==> src/design/srgs_params.svh <==
// timing figures, register offsets and sleep counts for the gate sequencer
`ifndef SRGS_PARAMS_SVH
`define SRGS_PARAMS_SVH

// clock rate and turn-on debounce, least time rounded up
`define CLK_MHZ 25
`define DEB_NS 250
`define DEB_CYC ((`DEB_NS * `CLK_MHZ + 999) / 1000)

// duty limits in percent of the switching cycle
`define LOW_PCT 40
`define HIGH_PCT 60

// confirmation and blanking counts in switching cycles
`define ENTER_N 16
`define EXIT_N 8
`define IGN_ENTER 128
`define IGN_EXIT 256
`define REV_N 2

// register map, byte addresses
`define REG_CTRL 4'h0
`define REG_STAT 4'h4
`define CTRL_EN_BIT 0
`define CTRL_RST 1'b1

`endif

==> src/design/srgs_pkg.sv <==
// types shared by the rectifier gate sequencer
package srgs_pkg;

   // digitised drain sense comparators of one rectifier switch
   typedef struct packed {
      logic arm;    // above arming level
      logic pt;     // below pretrigger level
      logic on;     // below on-trigger level
      logic off12;  // below the -12 mV turn-off level
      logic off25;  // below the -25 mV turn-off level
      logic zero;   // above zero, current reversing
   } cmp_t;

   // per-cycle report of one channel
   typedef struct packed {
      logic cyc_end;
      logic went_on;
      logic low;
      logic high;
      logic rev;
   } chan_rpt_t;

   typedef enum logic [2:0] {ST_WAIT, ST_PRE, ST_DEB, ST_ON, ST_DONE} gate_st_t;

endpackage

==> src/design/sense_sync.sv <==
// two-flop synchroniser for the comparator and enable inputs
`timescale 1ns/1ps
`default_nettype none
module sense_sync #(
   parameter int W = 8
)(
   input  wire logic         clk,
   input  wire logic         rst,
   input  wire logic         ce,
   input  wire logic [W-1:0] d,
   output logic      [W-1:0] q
);
   logic [W-1:0] meta_q;

   // first stage feeds only the second
   always_ff @(posedge clk or posedge rst) begin
      if (rst) begin
         meta_q <= '0;
         q      <= '0;
      end else if (ce) begin
         meta_q <= d;
         q      <= meta_q;
      end
   end
endmodule
`default_nettype wire

==> src/design/gate_channel.sv <==
// one rectifier gate state machine with cycle and conduction timing
`timescale 1ns/1ps
`default_nettype none
`include "srgs_params.svh"
module gate_channel #(
   parameter int CNT_W = 12
)(
   input  wire logic               clk,
   input  wire logic               rst,
   input  wire logic               ce,
   input  wire srgs_pkg::cmp_t     cmp,
   input  wire logic               arm_ev,
   input  wire logic               unlock,
   input  wire logic               drive,
   input  wire logic               hold,
   input  wire logic               sel25,
   output logic                    gate_q,
   output logic                    want,
   output srgs_pkg::chan_rpt_t     rpt_q
);
   import srgs_pkg::*;

   localparam int PW = CNT_W + 7;

   cmp_t             prev_q;
   gate_st_t         st_q;
   gate_st_t         st_d;
   logic [3:0]       deb_q;
   logic [CNT_W-1:0] cyc_q;
   logic [CNT_W-1:0] len_q;
   logic [CNT_W-1:0] cond_q;
   logic             run_q;
   logic             armed_q;
   logic             lock_q;
   logic             on_q;
   logic             rev_q;
   logic [3:0]       onrun_q;

   // ----------------------------------------------------------------
   // edges and comparator selection
   // ----------------------------------------------------------------
   wire              arm_rise = cmp.arm & ~prev_q.arm;
   wire              pt_fall  = cmp.pt & ~prev_q.pt;
   wire              on_rise  = cmp.on & ~prev_q.on;
   wire              idle     = (st_q == ST_WAIT) | (st_q == ST_PRE);
   wire [CNT_W-1:0]  half     = len_q >> 1;
   wire              second   = cond_q >= half;
   wire              off_sel  = sel25 ? cmp.off25 : cmp.off12;
   wire              deb_done = (st_q == ST_DEB) & cmp.on & (deb_q == 4'(`DEB_CYC - 1));
   assign want = deb_done & armed_q & ~lock_q & drive & ~hold;
   // zero comparator always, programmed one in second half
   wire              turn_off = (st_q == ST_ON) & (~drive | cmp.zero | (second & off_sel));
   wire              rev_hit  = (st_q == ST_ON) & cmp.zero & ~second;
   wire [PW-1:0]     c100     = PW'(cond_q) * PW'(100);
   wire [PW-1:0]     cyc_lo   = PW'(cyc_q) * PW'(`LOW_PCT);
   wire [PW-1:0]     cyc_hi   = PW'(cyc_q) * PW'(`HIGH_PCT);

   // ----------------------------------------------------------------
   // gate state machine; arming edge closes every cycle
   // ----------------------------------------------------------------
   always_comb begin
      st_d = st_q;
      case (st_q)
         ST_WAIT: if (pt_fall) st_d = ST_PRE;
         ST_PRE: if (cmp.on) st_d = ST_DEB;
         ST_DEB: begin
            if (!cmp.on) st_d = ST_PRE;
            else if (want) st_d = ST_ON;
            else if (deb_done) st_d = ST_DONE;
         end
         ST_ON: if (turn_off) st_d = ST_DONE;
         ST_DONE: st_d = ST_DONE;
         default: st_d = ST_WAIT;
      endcase
      if (arm_rise) st_d = ST_WAIT;
   end

   always_ff @(posedge clk or posedge rst) begin
      if (rst) begin
         prev_q <= '0;
         st_q   <= ST_WAIT;
         gate_q <= 1'b0;
         deb_q  <= '0;
      end else if (ce) begin
         prev_q <= cmp;
         st_q   <= st_d;
         gate_q <= st_d == ST_ON;
         deb_q  <= (st_q == ST_DEB) ? 4'(deb_q + 4'd1) : 4'd0;
      end
   end

   // ----------------------------------------------------------------
   // arming, one switching per cycle, per-cycle flags; sets win
   // ----------------------------------------------------------------
   always_ff @(posedge clk or posedge rst) begin
      if (rst) begin
         armed_q <= 1'b0;
         lock_q  <= 1'b0;
         on_q    <= 1'b0;
         rev_q   <= 1'b0;
      end else if (ce) begin
         armed_q <= arm_ev | (armed_q & ~want);
         lock_q  <= turn_off | (lock_q & ~unlock);
         on_q    <= want | (on_q & ~arm_rise);
         rev_q   <= rev_hit | (rev_q & ~arm_rise);
      end
   end

   // ----------------------------------------------------------------
   // timing counters, all saturating
   // ----------------------------------------------------------------
   always_ff @(posedge clk or posedge rst) begin
      if (rst) begin
         cyc_q  <= '0;
         len_q  <= '0;
         cond_q <= '0;
         run_q  <= 1'b0;
      end else if (ce) begin
         cyc_q <= pt_fall ? '0 : ((&cyc_q) ? cyc_q : cyc_q + 1'b1);
         if (arm_rise) len_q <= cyc_q;
         // conduction, ends at turn-off or on level lost
         run_q <= (on_rise & idle) | (run_q & ~turn_off & ~arm_rise & (cmp.on | st_q == ST_ON));
         if (on_rise & idle) cond_q <= '0;
         else if (run_q & ~(&cond_q)) cond_q <= cond_q + 1'b1;
      end
   end

   // report duty of the closed cycle
   always_ff @(posedge clk or posedge rst) begin
      if (rst) begin
         rpt_q <= '0;
      end else if (ce) begin
         rpt_q.cyc_end <= arm_rise;
         rpt_q.went_on <= on_q | want;
         rpt_q.low     <= c100 < cyc_lo;
         rpt_q.high    <= c100 > cyc_hi;
         rpt_q.rev     <= rev_q | rev_hit;
      end
   end

   // ----------------------------------------------------------------
   // checks
   // ----------------------------------------------------------------
   always_ff @(posedge clk or posedge rst) begin
      if (rst) onrun_q <= '0;
      else if (ce) onrun_q <= cmp.on ? ((&onrun_q) ? onrun_q : 4'(onrun_q + 4'd1)) : 4'd0;
   end
endmodule
`default_nettype wire

==> src/design/sync_rectifier_gate_sequencer.sv <==
// top: interlocked rectifier gate channels, sleep control and register slave
//
// Overview of operation
// - two gate machines run together; both gates never on at once
// - opposite drain rising past arming level arms a channel; no arming, no turn-on
// - drain falling below pretrigger level prepares that channel for turn-on
// - on-trigger comparator event requests turn-on of that channel
// - on-trigger must persist longer than 250 ns before the gate rises
// - programmed turn-off acts only in second half, from previous cycle length
// - in first half only the zero comparator turns the gate off
// - turn-off threshold is -12 mV or -25 mV, chosen by enable bias
// - body-diode retrigger after turn-off does not turn the gate on again
// - after turn-off, no turn-on until the other channel finished its cycle
// - a channel missing turn-on suppresses the other channel next cycle
// - cycle length runs from pretrigger falling to arming rising
// - conduction runs from on-trigger to turn-off, or to on level lost
// - conduction under 40% of cycle is light load; sleep stops both gates
// - sleep entered after 16 consecutive light cycles on both channels
// - sleep left after 8 consecutive cycles above 60% on both channels
// - duty ignored 128 cycles after entering, 256 after leaving sleep
// - reversal on two consecutive cycles forces sleep until safe again
// - threshold choice taken once after reset, -25 mV if enable low
// - gates driven only while enable is above its on level
//
// Design decisions made here: the register offsets and register access over Avalon-MM.
`timescale 1ns/1ps
`default_nettype none
`include "srgs_params.svh"
module sync_rectifier_gate_sequencer #(
   parameter int CNT_W   = 12,
   parameter int ENTER_N = `ENTER_N,
   parameter int EXIT_N  = `EXIT_N
)(
   input  wire logic            CLOCK,
   input  wire logic            RESET,
   input  wire logic            CE,
   input  wire srgs_pkg::cmp_t  DRAIN_SENSE_A,
   input  wire srgs_pkg::cmp_t  DRAIN_SENSE_B,
   input  wire logic            EN_ON,
   input  wire logic            EN_THR,
   input  wire logic [3:0]      AVS_ADDRESS,
   input  wire logic            AVS_READ,
   input  wire logic            AVS_WRITE,
   input  wire logic [31:0]     AVS_WRITEDATA,
   input  wire logic [3:0]      AVS_BYTEENABLE,
   output logic      [31:0]     AVS_READDATA,
   output logic                 AVS_WAITREQUEST,
   output logic                 GATE_OUT_A,
   output logic                 GATE_OUT_B,
   output logic                 SLEEP
);
   import srgs_pkg::*;

   // ----------------------------------------------------------------
   // declarations
   // ----------------------------------------------------------------
   logic [13:0] raw;
   logic [13:0] syn;
   cmp_t        sense [2];
   chan_rpt_t   rpt [2];
   logic [1:0]  gate;
   logic [1:0]  want;
   logic [1:0]  hold;
   logic [1:0]  miss;
   logic [1:0]  block_q;
   logic [4:0]  low_n [2];
   logic [3:0]  high_n [2];
   logic [1:0]  rev_n;
   logic [8:0]  ign_q;
   logic        sleep_q;
   logic        en_on_s;
   logic        en_thr_s;
   logic [1:0]  sel_wait_q;
   logic        sel_done_q;
   logic        sel25_q;
   logic        ctrl_en_q;
   logic        ack_q;
   logic [31:0] rdata_q;
   logic        drive;
   logic        ign_busy;
   logic        enter;
   logic        leave;

   // ----------------------------------------------------------------
   // input synchronisation
   // ----------------------------------------------------------------
   assign raw = {EN_THR, EN_ON, DRAIN_SENSE_B, DRAIN_SENSE_A};

   sense_sync #(
      .W (14)
   ) u_sync (
      .clk (CLOCK),
      .rst (RESET),
      .ce  (CE),
      .d   (raw),
      .q   (syn)
   );

   assign sense[0] = cmp_t'(syn[5:0]);
   assign sense[1] = cmp_t'(syn[11:6]);
   assign en_on_s  = syn[12];
   assign en_thr_s = syn[13];

   // ----------------------------------------------------------------
   // turn-off threshold strap
   // ----------------------------------------------------------------
   // waits for the synchroniser to fill so that a reset value is never taken
   // captured once, held until reset
   always_ff @(posedge CLOCK or posedge RESET) begin
      if (RESET) begin
         sel_wait_q <= 2'h0;
         sel_done_q <= 1'b0;
         sel25_q    <= 1'b0;
      end else if (CE & ~sel_done_q) begin
         sel_wait_q <= 2'(sel_wait_q + 2'h1);
         if (sel_wait_q == 2'h2) begin
            sel_done_q <= 1'b1;
            sel25_q    <= ~en_thr_s;
         end
      end
   end

   // ----------------------------------------------------------------
   // gate enable and channel interlock
   // ----------------------------------------------------------------
   // enable level, software enable, threshold choice taken, not asleep
   assign drive = en_on_s & ctrl_en_q & sel_done_q & ~sleep_q;

   // channel a wins a tie; neither rises while the other is on
   assign hold[0] = block_q[0] | gate[1];
   assign hold[1] = block_q[1] | gate[0] | want[0];

   genvar i;
   generate
      for (i = 0; i < 2; i++) begin : g_ch
         gate_channel #(
            .CNT_W (CNT_W)
         ) u_ch (
            .clk    (CLOCK),
            .rst    (RESET),
            .ce     (CE),
            .cmp    (sense[i]),
            .arm_ev (rpt[1-i].cyc_end),
            .unlock (rpt[1-i].cyc_end),
            .drive  (drive),
            .hold   (hold[i]),
            .sel25  (sel25_q),
            .gate_q (gate[i]),
            .want   (want[i]),
            .rpt_q  (rpt[i])
         );

         // a miss caused by suppression itself does not propagate
         assign miss[i] = rpt[i].cyc_end & ~rpt[i].went_on & drive & ~block_q[i];

         // suppress for one cycle; set wins
         always_ff @(posedge CLOCK or posedge RESET) begin
            if (RESET) block_q[i] <= 1'b0;
            else if (CE) block_q[i] <= miss[1-i] | (block_q[i] & ~rpt[i].cyc_end);
         end

         // consecutive light and heavy cycles per channel
         always_ff @(posedge CLOCK or posedge RESET) begin
            if (RESET) begin
               low_n[i]  <= 5'h0;
               high_n[i] <= 4'h0;
            end else if (CE) begin
               if (enter | leave | ign_busy) begin
                  low_n[i]  <= 5'h0;
                  high_n[i] <= 4'h0;
               end else if (rpt[i].cyc_end) begin
                  if (!rpt[i].low) low_n[i] <= 5'h0;
                  else if (low_n[i] < 5'(ENTER_N)) low_n[i] <= 5'(low_n[i] + 5'h1);
                  if (!rpt[i].high) high_n[i] <= 4'h0;
                  else if (high_n[i] < 4'(EXIT_N)) high_n[i] <= 4'(high_n[i] + 4'h1);
               end
            end
         end
      end
   endgenerate

   assign GATE_OUT_A = gate[0];
   assign GATE_OUT_B = gate[1];
   assign SLEEP      = sleep_q;

   // ----------------------------------------------------------------
   // sleep control
   // ----------------------------------------------------------------
   assign ign_busy = ign_q != 9'h0;
   wire cyc_any  = rpt[0].cyc_end | rpt[1].cyc_end;
   wire rev_any  = (rpt[0].cyc_end & rpt[0].rev) | (rpt[1].cyc_end & rpt[1].rev);
   // two reversing cycles in a row
   wire rev_trip = rev_n >= 2'(`REV_N);
   wire light    = (low_n[0] >= 5'(ENTER_N)) & (low_n[1] >= 5'(ENTER_N)) & ~ign_busy;
   assign enter = ~sleep_q & (light | rev_trip);
   assign leave = sleep_q & ~ign_busy & (high_n[0] >= 4'(EXIT_N)) & (high_n[1] >= 4'(EXIT_N));

   always_ff @(posedge CLOCK or posedge RESET) begin
      if (RESET) begin
         rev_n <= 2'h0;
      end else if (CE) begin
         if (enter) rev_n <= 2'h0;
         else if (cyc_any) rev_n <= rev_any ? ((rev_trip) ? rev_n : 2'(rev_n + 2'h1)) : 2'h0;
      end
   end

   // blanking counts converter cycles, one per cycle of channel a
   // blank after each transition
   always_ff @(posedge CLOCK or posedge RESET) begin
      if (RESET) begin
         sleep_q <= 1'b0;
         ign_q   <= 9'h0;
      end else if (CE) begin
         sleep_q <= enter | (sleep_q & ~leave);
         if (enter) ign_q <= 9'(`IGN_ENTER);
         else if (leave) ign_q <= 9'(`IGN_EXIT);
         else if (rpt[0].cyc_end & ign_busy) ign_q <= 9'(ign_q - 9'h1);
      end
   end

   // ----------------------------------------------------------------
   // avalon-mm slave, one wait state on every access
   // ----------------------------------------------------------------
   wire        req      = AVS_READ | AVS_WRITE;
   wire        hit_ctrl = AVS_ADDRESS == `REG_CTRL;
   wire        hit_stat = AVS_ADDRESS == `REG_STAT;
   wire [31:0] stat     = {24'h0, ign_busy, sel25_q, block_q, sleep_q, drive, gate};
   wire [31:0] rd_mux   = hit_ctrl ? {31'h0, ctrl_en_q} : (hit_stat ? stat : 32'h0);
   wire        wr_ctrl  = AVS_WRITE & ack_q & hit_ctrl & AVS_BYTEENABLE[0];

   assign AVS_WAITREQUEST = req & ~ack_q;
   assign AVS_READDATA    = rdata_q;

   // read data sampled in the wait cycle so it stands at the release edge
   always_ff @(posedge CLOCK or posedge RESET) begin
      if (RESET) begin
         ack_q     <= 1'b0;
         rdata_q   <= 32'h0;
         ctrl_en_q <= `CTRL_RST;
      end else if (CE) begin
         ack_q <= req & ~ack_q;
         if (req & ~ack_q) rdata_q <= rd_mux;
         if (wr_ctrl) ctrl_en_q <= AVS_WRITEDATA[`CTRL_EN_BIT];
      end
   end
endmodule
`default_nettype wire

==> config.mk <==
export PLATFORM = sky130hd
export DESIGN_NAME = sync_rectifier_gate_sequencer
export DESIGN_NICKNAME = d
export VERILOG_FILES = /design/src/design/srgs_pkg.sv /design/src/design/sense_sync.sv /design/src/design/gate_channel.sv /design/src/design/sync_rectifier_gate_sequencer.sv
export VERILOG_INCLUDE_DIRS = /design/src /design/src/design
export SDC_FILE = /design/constraint.sdc
export NUM_CORES = 1
export LEC_CHECK = 0
export CAP_MARGIN = 10
export CORE_UTILIZATION = 65
export CTS_BUF_LIST = sky130_fd_sc_hd__clkbuf_8
export DETAILED_ROUTE_END_ITERATION = 8
export DONT_BUFFER_PORTS = 1
export PLACE_DENSITY = 0.82
export REMOVE_ABC_BUFFERS = 1
export SKIP_CTS_REPAIR_TIMING = 1
export SLEW_MARGIN = 20
export SYNTH_ARGS = -nofsm -noshare
export SYNTH_HDL_FRONTEND = slang
export SYNTH_SLANG_ARGS = --single-unit
==> constraint.sdc <==
create_clock -name CLOCK -period 7.06 [get_ports CLOCK]
set_input_delay 0.706 -clock CLOCK [delete_from_list [all_inputs] [get_ports CLOCK]]
set_output_delay 0.706 -clock CLOCK [all_outputs]
set_load 0.02 [all_outputs]
==> impl_metrics.tcl, run 1 <==
set metrics [dict create \
    dr_total_vias 12730 \
    leakage_nw 8.653 \
    io_buffers 0 \
    grt_overflow_total 0 \
    cp.depth 17 \
    grt_start_max_net_pins 113 \
    area_growth_pct 3.978 \
    syn_inst 1756 \
    r2r_cells 17 \
    cp.arrival_ns 5.39 \
    pwr-share-comb_pct 49.3 \
    synth_seq_area_share_pct 28.47 \
    finalNetCount 2145 \
    dp_hpwl_mm 27.31 \
    crit_path_max_incr_delay_ns 0.51 \
    crit_type "reg2reg" \
    drt_wl_total_mm 35.47 \
    cts-buffers-inserted 17 \
    cts_tree "done" \
    tightest_slew_ns 1.061 \
    place_congestion 0.8866 \
    ys.flop_type "dfrtp_1" \
    cp-end-kind "flop" \
    grt_pass1_vias 12920 \
    die_h_um 160.6 \
    place_inst 2060 \
    place_area_um2 16600 \
    grtUsageTotal_pct 28.65 \
    min_path_type "in2async" \
    clk_latency_ns 0.48 \
    slew_headroom_pct 29.08 \
    final_area_um2 17010 \
    drive_above_1_share_pct 5.204 \
    post-route-util_pct 69.32 \
    avgRoutedWirePerCell_um 16.95 \
    die-width_um 160.6 \
    drt_iter0_markers 1033 \
    cp-start-kind "flop" \
    cpMaxStageDelayCell "fa_1" \
    drc_errors 0 \
    synth.area.top_cells "dfrtp_1, ha_1, fa_1" \
    outcome "completed" \
    root_buffer "clkbuf_8" \
    place_ws_ns 2.161 \
    die-area_um2 25800 \
    setup-tns-final_ns 0 \
    h-tree-depth 4 \
    p_int_mw 2.383 \
    fin_ws_ns 2.053 \
    critPathTopFamily "compound AO/OA/AOI/OAI gates" \
    power_frac_seq_pct 33.5 \
    final-max-slew-violation-count 0 \
    vias_per_cell 6.083 \
    nFillCells 1882 \
    fin_crit_ns 5.007 \
    yosysTopAreaCellShare_pct 28.30 \
    max-cap-violations 0 \
    core-area_um2 24530 \
    mostFrequentLayoutCells "ha_1, inv_1, dfrtp_1, nor2_1, nand2_1" \
    yosys_warnings 0 \
    holdWs_ns 0.2131 \
    avgSynthCellArea_um2 9.314 \
    power_frac_clock_pct 17.2 \
    p_switching_mw 1.861 \
    synth_edf_count 0 \
    async_reset_ff_share_pct 100.0 \
    grt_first_pass_wirelength_mm 60.15 \
    path_max_fanout 6 \
    clk_pin_slew_ns 0.12 \
    diodes 0 \
    grt_setup_unrepaired "no" \
    synth_area_um2 16360 \
    switching_share_pct 43.85 \
    cts.path.max_buffers 2 \
    finalHoldViolations 0 \
    fin_skew_ns 0.02030 \
    path_buf_inv 2 \
    ys_types 84 \
    ys_ff_latch 186 \
    peakVddDrop_mv 0.2014 \
    cts_sinks 186 \
    first_pass_iters 6 \
    fin_crit_sh_pct 70.92 \
    rows 57 \
    finalSetupViolCount 0 \
    design.portCount 95 \
    antenna_found_initial 0 \
    start_util_pct 66.67 \
    total_power_mw 4.244 \
    yosysTopAreaCell "dfrtp_1" \
    final_common_cell "ha_1" \
    drtAntennaViolNets 0 \
    final_cells 2092 \
    fmax_mhz 199.7 \
    crit_chain "inv_1 > fa_1 > fa_1 > inv_1 > ha_1 > nor2b_1 > o31a_1 > o211ai_1 > a21oi_1 > or3_1 > o2111a_1 > ha_1 > a2111oi_0 > o21ai_0 > o21ai_0 > a21oi_1 > a211o_1" \
    p_per_area_nw_per_um2 249.6 \
    crit_required_ns 7.45 \
]
[area by class of cell]
class                      count  area, um2  area share [%]
inverter                     203      769.5           4.525
clock inverter                15      170.2           1.001
multi-input combinational   1345      10760           63.25
sequential                   186       4656           27.38
timing repair buffer           2      15.01         0.08829
tap                          324      405.4           2.384
clock buffer                  17      234.0           1.376
[power by group through the flow]
| stage | logic [mW] | registers [mW] | clock network (mW) |
|---|---|---|---|
| after floorplan | 1.54 | 1.37 | 0 |
| after global placement | 1.90 | 1.43 | 0 |
| after detailed placement | 2.02 | 1.44 | 0 |
| after CTS | 2.07 | 1.42 | 0.737 |
| after global routing | 2.36 | 1.45 | 0.779 |
| final | 2.09 | 1.42 | 0.729 |
[logic make-up after synthesis]
kind of cell,count (synthesis),share of synthesized area [%]
AOI/OAI and AO/OA,383,15.31
and+or+nand+nor,467,13.79
muxes,44,2.991
DFF,186,28.47
adders and majority gates,331,27.98
xor gates and xnor gates,96,5.141
other,1,0.02293
buffers and inverters,248,6.296
[final timing paths]
path / startpoint / to / slack (ns)
hold / removal: RESET / u_sync.q[4]$_DFFE_PP0P_ / 0.21
setup reg to reg: g_ch[0].u_ch.cyc_q[3]$_DFFE_PP0P_ / g_ch[0].u_ch.rpt_q[1]$_DFFE_PP0P_ / 2.05
setup / recovery: g_ch[0].u_ch.cyc_q[3]$_DFFE_PP0P_ / g_ch[0].u_ch.rpt_q[1]$_DFFE_PP0P_ / 2.05
max in group asynchronous: RESET / g_ch[1].u_ch.rpt_q[3]$_DFFE_PP0P_ / 5.42
hold reg to reg: g_ch[0].u_ch.rpt_q[3]$_DFFE_PP0P_ / block_q[1]$_DFFE_PP0P_ / 0.48
min in group CLOCK: DRAIN_SENSE_A[5] / u_sync.meta_q[5]$_DFFE_PP0P_ / 0.36
[layer usage]
layer | vias up | global-route usage (%) | routed length [um]
met1 | 6181 | 37.03 | 15950
li1 | 6114 | - | -
met5 | - | 0 | 0
met3 | 71 | 3.590 | 1346
met4 | 0 | 8.571 | 879
met2 | 360 | 50.12 | 17280
[flip-flops by register name (all words and copies together) (netlist names), 6 cells and up]
name / count
g_ch.u_ch.cond_q: 24
g_ch.u_ch.cyc_q: 24
g_ch.u_ch.len_q: 22
u_sync.meta_q: 14
u_sync.q: 14
g_ch.u_ch.rpt_q: 10
low_n: 10
ign_q: 9
AVS_READDATA: 8
g_ch.u_ch.deb_q: 8
high_n: 8
g_ch.u_ch.prev_q: 6
g_ch.u_ch.st_q: 6
[Yosys cell counts (6+ instances only)]
library cell,number
nor2_1,130
nand2b_1,19
nand3b_1,7
clkbuf_1,17
dfrtp_1,185
o21a_1,15
and3_1,9
buf_4,24
a21o_1,27
a31oi_1,8
nand4_1,25
mux2_2,38
o31ai_1,12
nand3_1,53
nor2b_1,17
a22o_1,16
a21oi_1,84
o21bai_1,6
o21ai_1,17
xnor2_1,63
nand2_1,129
nor3_1,29
inv_1,200
fa_1,58
ha_1,273
a211oi_1,13
a211o_1,11
o21ai_0,98
o41ai_1,6
o31a_1,8
xor2_1,33
o211ai_1,13
or3_1,11
Power figures use the tool's default switching activity.
==> run 2, diff against run 1 <==
Settings changed: CORE_UTILIZATION 65 to 61, PLACE_DENSITY 0.82 to 0.81.
Clock period 7.06 ns to 4.5 ns, I/O delays scaled along.
==> run 2 against run 1 <==
Compared with the run above:
- the flow now finishes with violations (DRC, hold timing, setup timing)
- design area rose by 4.7%
- non-clock buffer count is 78 higher
- routed wire length is 4.0% higher
==> impl_metrics.tcl, run 2 (synthesis gave the netlist of run 1 again) <==
set metrics [dict create \
    drive_above_1_share_pct 11.16 \
    h-tree-depth 4 \
    crit_type "reg2reg" \
    drt_iter0_markers 1076 \
    grt_first_pass_wirelength_mm 62.01 \
    finalSetupViolCount 1 \
    grt_overflow_total 0 \
    drc_errors 9 \
    drtAntennaViolNets 0 \
    min_path_type "in2async" \
    clk_pin_slew_ns 0.11 \
    finalNetCount 2223 \
    diodes 0 \
    root_buffer "clkbuf_8" \
    tightest_slew_ns 1.055 \
    first_pass_iters 9 \
    io_buffers 0 \
    path_buf_inv 2 \
    avgRoutedWirePerCell_um 16.91 \
    start_util_pct 62.41 \
    place_inst 2140 \
    outcome "complete, but fails checks" \
    fin_ws_ns -0.1939 \
    die_h_um 165.7 \
    peakVddDrop_mv 0.2624 \
    die-width_um 165.7 \
    setup-tns-final_ns -0.1939 \
    dr_total_vias 13010 \
    cp-start-kind "flop" \
    cts_tree "done" \
    mostFrequentLayoutCells "ha_1, inv_1, dfrtp_1, nand2_1, nor2_1" \
    fin_skew_ns 0.02323 \
    slew_headroom_pct 29.21 \
    max-cap-violations 0 \
    antenna_found_initial 1 \
    path_max_fanout 3 \
    final_common_cell "ha_1" \
    holdWs_ns -0.009353 \
    crit_required_ns 4.87 \
    cp-end-kind "flop" \
    fin_crit_sh_pct 104.3 \
    violations "DRC, hold timing, setup timing" \
    fmax_mhz 213.0 \
    critPathTopFamily "adder cells" \
    place_congestion 0.8633 \
    drt_wl_total_mm 36.89 \
    grt_pass1_vias 13250 \
    grtUsageTotal_pct 27.55 \
    crit_chain "buf_6 > fa_1 > fa_2 > buf_6 > ha_4 > a211o_1 > o211ai_1 > a21oi_2 > nor4bb_2 > nor3_1 > xnor2_1 > ha_1 > a2111oi_4 > o21ai_2 > o21ai_1 > a21oi_2 > a211o_1" \
    finalHoldViolations 6 \
    design.portCount 95 \
    die-area_um2 27470 \
    crit_path_max_incr_delay_ns 0.62 \
    area_growth_pct 8.881 \
    grt_setup_unrepaired "yes" \
    core-area_um2 26210 \
    final-max-slew-violation-count 0 \
    cts-buffers-inserted 17 \
    cts_sinks 186 \
    final_cells 2181 \
    fin_crit_ns 4.694 \
    leakage_nw 9.083 \
    dp_hpwl_mm 28.72 \
    grt_start_max_net_pins 115 \
    reg_top3 "g_ch.u_ch.cond_q (24), g_ch.u_ch.cyc_q (24), g_ch.u_ch.len_q (22)" \
    cpMaxStageDelayCell "fa_2" \
    clk_latency_ns 0.48 \
    p_per_area_nw_per_um2 402.7 \
    cp.arrival_ns 5.06 \
    rows 59 \
    vias_per_cell 5.965 \
    cts.path.max_buffers 2 \
]
## run 2: worst reg2reg max path: cells and delay by family, from the launching register on
family                   cells  cell delay (ns)
buffers and inverters        2             0.24
XOR/XNOR                     1             0.21
adder cells (fa/ha/maj)      4             1.64
flip-flops                   1             0.40
AO/OA/AOI/OAI                8             1.62
AND/OR/NAND/NOR              2             0.48
## run 2: final timing paths
kind / depth (start not counted) / slack [ns] / endpoint / startpoint
min in group CLOCK: 1 / 0.09 / g_ch[0].u_ch.rpt_q[4]$_DFFE_PP0P_ / CE
max reg2reg: 17 / -0.19 / g_ch[0].u_ch.rpt_q[1]$_DFFE_PP0P_ / g_ch[0].u_ch.cyc_q[2]$_DFFE_PP0P_
max in group asynchronous: 2 / 3.47 / g_ch[1].u_ch.cond_q[1]$_DFFE_PP0P_ / RESET
min: 1 / -0.009 / g_ch[0].u_ch.cyc_q[11]$_DFFE_PP0P_ / RESET
min reg2reg: 1 / 0.48 / block_q[1]$_DFFE_PP0P_ / g_ch[0].u_ch.rpt_q[3]$_DFFE_PP0P_
max: 17 / -0.19 / g_ch[0].u_ch.rpt_q[1]$_DFFE_PP0P_ / g_ch[0].u_ch.cyc_q[2]$_DFFE_PP0P_
## run 2: final cells by class
type | count | area [um2]
multi-input cells | 1345 | 10960
inverters | 203 | 769.5
flip-flops and latches | 186 | 4658
repair buffers | 80 | 608.1
clock buffers | 18 | 247.7
clock inverters | 14 | 150.1
fillers | 1941 | 8398
well taps | 335 | 419.2
## run 2: through the flow
| stage | power [mW] | area, um2 | worst slack [ns] | utilization [%] |
|---|---|---|---|---|
| 2_1_floorplan | 4.574 | 16170 | -1.005 | - |
| 3_3_place_gp | 5.390 | 17130 | -0.004546 | 65.38 |
| 3_5_place_dp | 5.600 | 17130 | -0.3827 | 65.38 |
| 4_1_cts | 6.779 | 17530 | -0.4199 | 66.90 |
| 5_1_grt | 7.710 | 17810 | -0.2953 | 67.95 |
| 6_report | 7.171 | 17810 | -0.1939 | 67.95 |
## run 2: layer usage
metal  GRT usage, %  up-vias  routed length, um
li1               -     6265                  -
met2          48.31      351              18060
met3          2.836       72               1576
met5              0        -                 13
met4          10.40        2               1088
met1          35.21     6319              16150
## run 2: power breakdown
| group | total, mW | internal, mW | switching [mW] |
|---|---|---|---|
| sequential | 2.16 | 1.92 | 0.241 |
| combinational | 3.88 | 1.75 | 2.13 |
| clock | 1.13 | 0.433 | 0.701 |
| total | 7.17 | 4.10 | 3.08 |
